[config.mk]
export PLATFORM = sky130hd
export DESIGN_NAME = csfoa_core
export DESIGN_NICKNAME = d
export VERILOG_FILES = /design/src/inc/csfoa_pkg.sv /design/src/inc/csfoa_addr_if.sv /design/src/rtl/csfoa_addr_dec.sv /design/src/rtl/csfoa_core.sv
export SDC_FILE = /design/constraint.sdc
export NUM_CORES = 1
export LEC_CHECK = 0
export BUFFER_PORTS_ARGS = -buffer_cell sky130_fd_sc_hd__clkbuf_2
export CAP_MARGIN = 20
export CORE_ASPECT_RATIO = 1.4
export CORE_MARGIN = 2
export CORE_UTILIZATION = 35
export DETAILED_ROUTE_END_ITERATION = 10
export MAX_ROUTING_LAYER = met4
export SLEW_MARGIN = 5
export SYNTH_ARGS = -nofsm -noshare
export SYNTH_HDL_FRONTEND = slang
export SYNTH_HIERARCHICAL = 1
export SYNTH_SLANG_ARGS = --single-unit
[constraint.sdc]
create_clock -name clk_sys_i -period 2.5 [get_ports clk_sys_i]
set_input_delay 0.375 -clock clk_sys_i [delete_from_list [all_inputs] [get_ports clk_sys_i]]
set_output_delay 0.375 -clock clk_sys_i [all_outputs]
set_load 0.05 [all_outputs]
[src/inc/csfoa_pkg.sv]
// package: constants for the core status flags and operand addressing block
package csfoa_pkg;
  // register offsets on the plain register port
  localparam logic [11:0] STATUS_OFS   = 12'hFD8;
  localparam logic [11:0] BANK_OFS     = 12'hFE0;
  localparam logic [11:0] PTR2_OFS     = 12'hFD9;
  localparam logic [11:0] CTRL_OFS     = 12'hFC0;
  localparam logic [11:0] EA_OFS       = 12'hFC1;
  // status field positions
  localparam int TIMEOUT_BIT = 6;
  localparam int PWRDN_BIT   = 5;
  localparam int N_BIT       = 4;
  localparam int OVF_BIT     = 3;
  localparam int Z_BIT       = 2;
  localparam int DCARRY_BIT  = 1;
  localparam int C_BIT       = 0;
  // reset values
  localparam logic [7:0]  STATUS_RST = 8'h60;
  localparam logic [3:0]  BANK_RST   = 4'h0;
  localparam logic [11:0] PTR2_RST   = 12'h000;
  // operand decode
  localparam logic [5:0]  ADD_ACC_OPC   = 6'h09;
  localparam logic [7:0]  ACCESS_SPLIT  = 8'h60;
  localparam logic [3:0]  ACCESS_BANK   = 4'hF;
  // addressing modes
  typedef enum logic [1:0] {
    CSFOA_MODE_NONE,
    CSFOA_MODE_FORCED,
    CSFOA_MODE_INDEXED,
    CSFOA_MODE_LONG
  } csfoa_mode_e;
endpackage

[src/inc/csfoa_addr_if.sv]
// interface: operand address request and result between decoder and core
`timescale 1ns/1ps
`default_nettype none
interface csfoa_addr_if;
  logic [15:0] opcode;
  logic        ext_en;
  logic [3:0]  bank;
  logic [11:0] ptr2;
  logic        is_add;
  logic [1:0]  mode;
  logic [11:0] addr;
  modport core (output opcode, output ext_en, output bank, output ptr2,
                input is_add, input mode, input addr);
  modport dec  (input opcode, input ext_en, input bank, input ptr2,
                output is_add, output mode, output addr);
endinterface
`default_nettype wire

[src/rtl/csfoa_addr_dec.sv]
// module: combinational file-operand address resolver
`timescale 1ns/1ps
`default_nettype none
module csfoa_addr_dec (
  csfoa_addr_if.dec ai
);
  logic       acc_bit;
  logic [7:0] fld;

  assign acc_bit = ai.opcode[8];
  assign fld     = ai.opcode[7:0];
  // add-accumulator-to-file pattern
  assign ai.is_add = (ai.opcode[15:10] == csfoa_pkg::ADD_ACC_OPC);

  always_comb begin
    if (acc_bit) begin
      ai.mode = csfoa_pkg::CSFOA_MODE_LONG;
      ai.addr = {ai.bank, fld};
    end else if (fld >= csfoa_pkg::ACCESS_SPLIT || !ai.ext_en) begin
      // low part maps to bank 0 when extended set is off
      ai.mode = csfoa_pkg::CSFOA_MODE_FORCED;
      ai.addr = (fld >= csfoa_pkg::ACCESS_SPLIT) ? {csfoa_pkg::ACCESS_BANK, fld}
                                                 : {4'h0, fld};
    end else begin
      ai.mode = csfoa_pkg::CSFOA_MODE_INDEXED;
      ai.addr = ai.ptr2 + {4'h0, fld};
    end
  end
endmodule
`default_nettype wire

[src/rtl/csfoa_core.sv]
// module: core status flags register and operand address resolution
//
// How it works
// - watchdog expiry clears timeout; clear/sleep/power-up set
// - powerdown set by power-up/clear, cleared by sleep
// - por/brownout forces timeout and powerdown to one
// - negative flag copies result msb
// - overflow set when signed sign flips wrongly
// - por/brownout clears negative, overflow, zero flags
// - decode add pattern 0010 01da ffff ffff
// - access bit 0, f>=60h maps bank 15
// - indexed mode adds f to pointer two
// - access bit 1 uses bank select
`timescale 1ns/1ps
`default_nettype none
module csfoa_core (
  // clock, reset, enable
  input  wire logic        clk_sys_i,
  input  wire logic        nrst_i,
  input  wire logic        ce_i,
  // reset causes (same-clock logic)
  input  wire logic        por_i,
  input  wire logic        brownout_reset_i,
  // core events (one-cycle pulses)
  input  wire logic        clear_watchdog_instr_i,
  input  wire logic        sleep_instr_i,
  input  wire logic        watchdog_timer_expired_i,
  // alu result update
  input  wire logic        alu_valid_i,
  input  wire logic [7:0]  alu_a_i,
  input  wire logic [7:0]  alu_b_i,
  input  wire logic        alu_sub_i,
  // instruction operand decode
  input  wire logic        instr_valid_i,
  input  wire logic [15:0] instr_i,
  // register port
  input  wire logic [11:0] reg_addr_i,
  input  wire logic [7:0]  reg_wdata_i,
  input  wire logic        reg_wr_i,
  input  wire logic        reg_rd_i,
  output logic      [7:0]  reg_rdata_o,
  // results
  output logic      [7:0]  status_o,
  output logic      [11:0] operand_addr_o,
  output logic      [1:0]  operand_mode_o,
  output logic             operand_valid_o,
  output logic             operand_is_add_o
);
  logic        tmo_q;
  logic        pdn_q;
  logic [4:0]  arith_q;
  logic [7:0]  status_w;
  logic [3:0]  bank_q;
  logic [11:0] ptr2_q;
  logic        ext_en_q;
  logic [7:0]  rdata_q;
  logic [11:0] addr_q;
  logic [1:0]  mode_q;
  logic        valid_q;
  logic        is_add_q;
  logic        cold;
  logic [8:0]  sum;
  logic [7:0]  opb;
  logic [4:0]  nib;
  logic        ovf;

  csfoa_addr_if ai ();

  assign ai.opcode = instr_i;
  assign ai.ext_en = ext_en_q;
  assign ai.bank   = bank_q;
  assign ai.ptr2   = ptr2_q;

  csfoa_addr_dec u_dec (
    .ai (ai)
  );

  assign cold = por_i | brownout_reset_i;

  // subtract as add of complement plus one
  assign opb = alu_sub_i ? ~alu_b_i : alu_b_i;
  assign sum = {1'b0, alu_a_i} + {1'b0, opb} + {8'h00, alu_sub_i};
  assign nib = {1'b0, alu_a_i[3:0]} + {1'b0, opb[3:0]} + {4'h0, alu_sub_i};
  // operands share sign, result sign differs
  assign ovf = (alu_a_i[7] == opb[7]) && (sum[7] != alu_a_i[7]);

  // watchdog timeout and powerdown flags
  always_ff @(posedge clk_sys_i) begin
    if (!nrst_i) begin
      tmo_q <= csfoa_pkg::STATUS_RST[csfoa_pkg::TIMEOUT_BIT];
      pdn_q <= csfoa_pkg::STATUS_RST[csfoa_pkg::PWRDN_BIT];
    end else if (ce_i) begin
      if (cold) begin
        tmo_q <= 1'b1;
        pdn_q <= 1'b1;
      end else begin
        if (clear_watchdog_instr_i || sleep_instr_i) begin
          tmo_q <= 1'b1;
        end else if (watchdog_timer_expired_i) begin
          tmo_q <= 1'b0;
        end
        if (clear_watchdog_instr_i) begin
          pdn_q <= 1'b1;
        end else if (sleep_instr_i) begin
          pdn_q <= 1'b0;
        end
      end
    end
  end

  // arithmetic flags, writable by software
  always_ff @(posedge clk_sys_i) begin
    if (!nrst_i) begin
      arith_q <= csfoa_pkg::STATUS_RST[4:0];
    end else if (ce_i) begin
      if (cold) begin
        arith_q[csfoa_pkg::N_BIT]   <= 1'b0;
        arith_q[csfoa_pkg::OVF_BIT] <= 1'b0;
        arith_q[csfoa_pkg::Z_BIT]   <= 1'b0;
      end else if (alu_valid_i) begin
        arith_q[csfoa_pkg::N_BIT]      <= sum[7];
        arith_q[csfoa_pkg::OVF_BIT]    <= ovf;
        arith_q[csfoa_pkg::Z_BIT]      <= (sum[7:0] == 8'h00);
        arith_q[csfoa_pkg::DCARRY_BIT] <= nib[4];
        arith_q[csfoa_pkg::C_BIT]      <= sum[8];
      end else if (reg_wr_i && reg_addr_i == csfoa_pkg::STATUS_OFS) begin
        arith_q <= reg_wdata_i[4:0];
      end
    end
  end

  assign status_w = {1'b0, tmo_q, pdn_q, arith_q};

  // bank select, pointer two, extended-set enable
  always_ff @(posedge clk_sys_i) begin
    if (!nrst_i) begin
      bank_q   <= csfoa_pkg::BANK_RST;
      ptr2_q   <= csfoa_pkg::PTR2_RST;
      ext_en_q <= 1'b0;
    end else if (ce_i && reg_wr_i) begin
      case (reg_addr_i)
        csfoa_pkg::BANK_OFS: bank_q   <= reg_wdata_i[3:0];
        csfoa_pkg::PTR2_OFS: ptr2_q   <= {ptr2_q[11:8], reg_wdata_i};
        csfoa_pkg::CTRL_OFS: begin
          ext_en_q         <= reg_wdata_i[0];
          ptr2_q[11:8]     <= reg_wdata_i[7:4];
        end
        default: ;
      endcase
    end
  end

  // registered operand address
  always_ff @(posedge clk_sys_i) begin
    if (!nrst_i) begin
      addr_q   <= 12'h000;
      mode_q   <= 2'h0;
      valid_q  <= 1'b0;
      is_add_q <= 1'b0;
    end else if (ce_i) begin
      valid_q <= instr_valid_i;
      if (instr_valid_i) begin
        addr_q   <= ai.addr;
        mode_q   <= ai.mode;
        is_add_q <= ai.is_add;
      end
    end
  end

  // read port, data one cycle after strobe
  always_ff @(posedge clk_sys_i) begin
    if (!nrst_i) begin
      rdata_q <= 8'h00;
    end else if (ce_i) begin
      if (reg_rd_i) begin
        case (reg_addr_i)
          csfoa_pkg::STATUS_OFS: rdata_q <= status_w;
          csfoa_pkg::BANK_OFS:   rdata_q <= {4'h0, bank_q};
          csfoa_pkg::PTR2_OFS:   rdata_q <= ptr2_q[7:0];
          csfoa_pkg::CTRL_OFS:   rdata_q <= {ptr2_q[11:8], 3'h0, ext_en_q};
          csfoa_pkg::EA_OFS:     rdata_q <= addr_q[7:0];
          default:               rdata_q <= 8'h00;
        endcase
      end else begin
        rdata_q <= 8'h00;
      end
    end
  end

  assign reg_rdata_o      = rdata_q;
  assign status_o         = status_w;
  assign operand_addr_o   = addr_q;
  assign operand_mode_o   = mode_q;
  assign operand_valid_o  = valid_q;
  assign operand_is_add_o = is_add_q;
endmodule
`default_nettype wire

==> impl_metrics.toml <==
[placement]
portBuffers = 94
dp_hpwl_um = 8160
place_congestion = 0.899
dp.cells = 611
placed_area_sq_um = 3980
place_ws_ns = 0.115

[layout]
fin_util_pct = 43.7
final_common_cell = "clkbuf_2"
syn2layout_area_growth_pct = 21.3
fin_nets = 590
regArea_sq_um = 961
num_antenna_cells = 0
multi_input_area_sq_um = 2260
final_area_sq_um = 4130
final.fill_count = 1000
mostFrequentLayoutCells = "94 x clkbuf_2, 67 x nand2_1, 48 x dfxtp_1"
stdcell_count = 619
drive_gt1_share_pct = 25.9

[clock_tree]
cts-htree-levels = 2
post_cts_resized = 0
clkTransAtPathRegs_ns = 0.07
clock_latency_ns = 0.29
clk_path_buf_depth = 2
cts_tree = "done"
numCtsBuffers = 5
cts.sinks = 48
cts-root-buf = "clkbuf_16"
postCtsHoldBufs = 0
postCtsSetupRepairBufs = 0

[critical_path]
max_stage_delay_ns = 0.41
cp_max_fo = 4
worst-path-stages = 10
path_class = "reg -> reg"
cp_data_arrival_time_ns = 2.39
critical_path_required_ns = 2.73
worstRegToRegCells = 10
crit_path_top_delay_cell = "dfxtp_1"
path_cells = "ha_1 > inv_1 > fa_1 > nand2b_1 > a211oi_1 > buf_4 > nor4_1 > nor3_1 > nand2_1 > a21oi_1"
startpoint_type = "register"
path_delay_family = "adder cells"
end_kind = "register"
crit_buf_inv = 2

[power_and_ir_drop]
seq_power_share_pct = 40.8
power.density_nw_per_um2 = 469
swShare_pct = 30.4
ir_drop_uv = 310
p_clk_share_pct = 36.5
p_switching_uw = 589
p_leak_nw = 1.86
intPower_mw = 1.35
pwr-share-comb_pct = 22.7

[global_routing]
grt_pass1_wl_um = 16100
grt_antenna_before_repair = 0
grt-ovfl-total = 0
grt_usage_pct = 20.0
grt_pass1_vias = 3263
grt_max_degree = 38

[synthesis]
yosysTopAreaCell = "dfxtp_1"
synth-main-ff-cell = "dfxtp_1"
synth.top_cell.area_share_pct = 28.2
synth_edf_count = 0
synth_cell_type_count = 73
synth-seq-cells = 48
synth-warning-count = 6
synth.area.top_cells = "dfxtp_1 28%, nand2_1 7.4%, mux2i_1 6.5%, ha_1 5.5%, a21oi_1 4.3%"
async_reset_ff_share_pct = 0
yosysSeqAreaShare_pct = 28.2
syn_avg_cell_area_sq_um = 8.17
syn_inst = 417
syn-num-nets = 499
synth_area_sq_um = 3410

[timing]
fin_ws_ns = 0.337
setup_viol = 0
finClkSkew_ns = 0.00512
rsz0062_at_grt = "no"
setup_tns_ns = 0
maxSlewViolCount = 0
worstMarginPinSlew_ns = 0.619
min_period_ns = 2.16
fmax_mhz = 462
slew_headroom_pct = 58.7
hold_viol = 0
finalCritPeriodShare_pct = 86.5

[drt]
vias = 3413
post-route-drc-count = 0
final_antenna_net_count = 0
wl_per_cell_um = 16.4
via_per_inst = 5.51
first_iter_violations = 207
routed_wl_um = 10200
firstDrtPassIters = 4

[floorplan]
dieArea_sq_um = 10600
fp-row-count = 42
core_sq_um = 9460
initial_core_util_pct = 36.0
io_pins = 97
chipHeight_um = 121
die_w_um = 87.4

[min_path]
hold_class = "in -> reg"
min_delay_path_depth = 3

[status]
outcome = "completed"

[flow_run]
drv_cap = 0
[cells by family after synthesis]
family / count (synthesis) / synth area share (%)
AOI/OAI and AO/OA: 112 / 22.8
xor gates and xnor gates: 13 / 3.34
adders and majority gates: 17 / 6.68
buffers and inverters: 35 / 5.47
DFF: 48 / 28.2
muxes: 26 / 7.90
other: 1 / 0.110
and+or+nand+nor: 165 / 25.4
[routing by layer]
metal	vias to the layer above	GRT usage (%)	share of wire (%)
li1	1704	-	-
met1	1598	21.3	39
met2	92	36.6	55
met3	19	2.46	3.6
met4	0	7.79	3.3
met5	-	-	0
[state kept, by name, indices dropped and copies added (netlist names)]
name              cells
operand_is_add_o      1
operand_addr_o       12
pdn_q                 1
operand_mode_o        2
operand_valid_o       1
reg_rdata_o           8
tmo_q                 1
ai.ext_en             1
ai.bank               4
arith_q               5
ai.ptr2              12
[area by class of cell]
cell class / count / area share (%)
clock inverter: 2 / 0.333
inverter: 13 / 1.18
multi-input combinational: 334 / 54.7
clock buffer: 6 / 3.36
sequential: 48 / 23.3
tap: 110 / 3.33
timing repair buffer: 106 / 13.9
[worst reg2reg max path, stage by stage (launching register included)]
cell	delay [ns]
dfxtp_1	0.41
ha_1	0.22
inv_1	0.07
fa_1	0.40
nand2b_1	0.20
a211oi_1	0.21
buf_4	0.17
nor4_1	0.05
nor3_1	0.18
nand2_1	0.08
a21oi_1	0.13
[cell usage after synthesis (all sizes together), types with 4 or more instances]
library cell	n
a211oi	4
a21o	5
a21oi	29
a221oi	4
a31oi	5
and3	4
buf	11
clkbuf	10
dfxtp	48
ha	15
inv	13
mux2	4
mux2i	22
nand2	67
nand2b	4
nand3	12
nand4	4
nand4bb	4
nor2	31
nor3	8
nor4	9
o211ai	9
o21a	7
o21ai	19
o31ai	6
xor2	12
[final timing paths]
check | start | end | slack (ns)
worst max-delay path | ai.ptr2[0] | operand_addr_o[8] | 0.34
worst max register to register | ai.ptr2[0] | operand_addr_o[8] | 0.34
worst min-delay path | reg_wdata_i[6] | ai.ptr2[6] | 0.33
worst min register to register | operand_addr_o[11] | operand_addr_o[11] | 0.46
[stage by stage]
stage,hold WS [ns],power (mW)
final,0.330,1.94
after global routing,0.352,2.02
after CTS,0.330,1.96
after detailed placement,0.447,1.25
after global placement,0.442,1.24
after floorplan,0.457,1.12
[power groups by stage]
stage / registers, mW / clock network [mW] / logic, mW
after detailed placement: 0.810 / 0 / 0.441
after global routing: 0.792 / 0.743 / 0.487
after floorplan: 0.848 / 0 / 0.267
after CTS: 0.792 / 0.721 / 0.442
final: 0.792 / 0.707 / 0.440
after global placement: 0.810 / 0 / 0.431
Note: power is estimated with default switching activity, not from simulation.
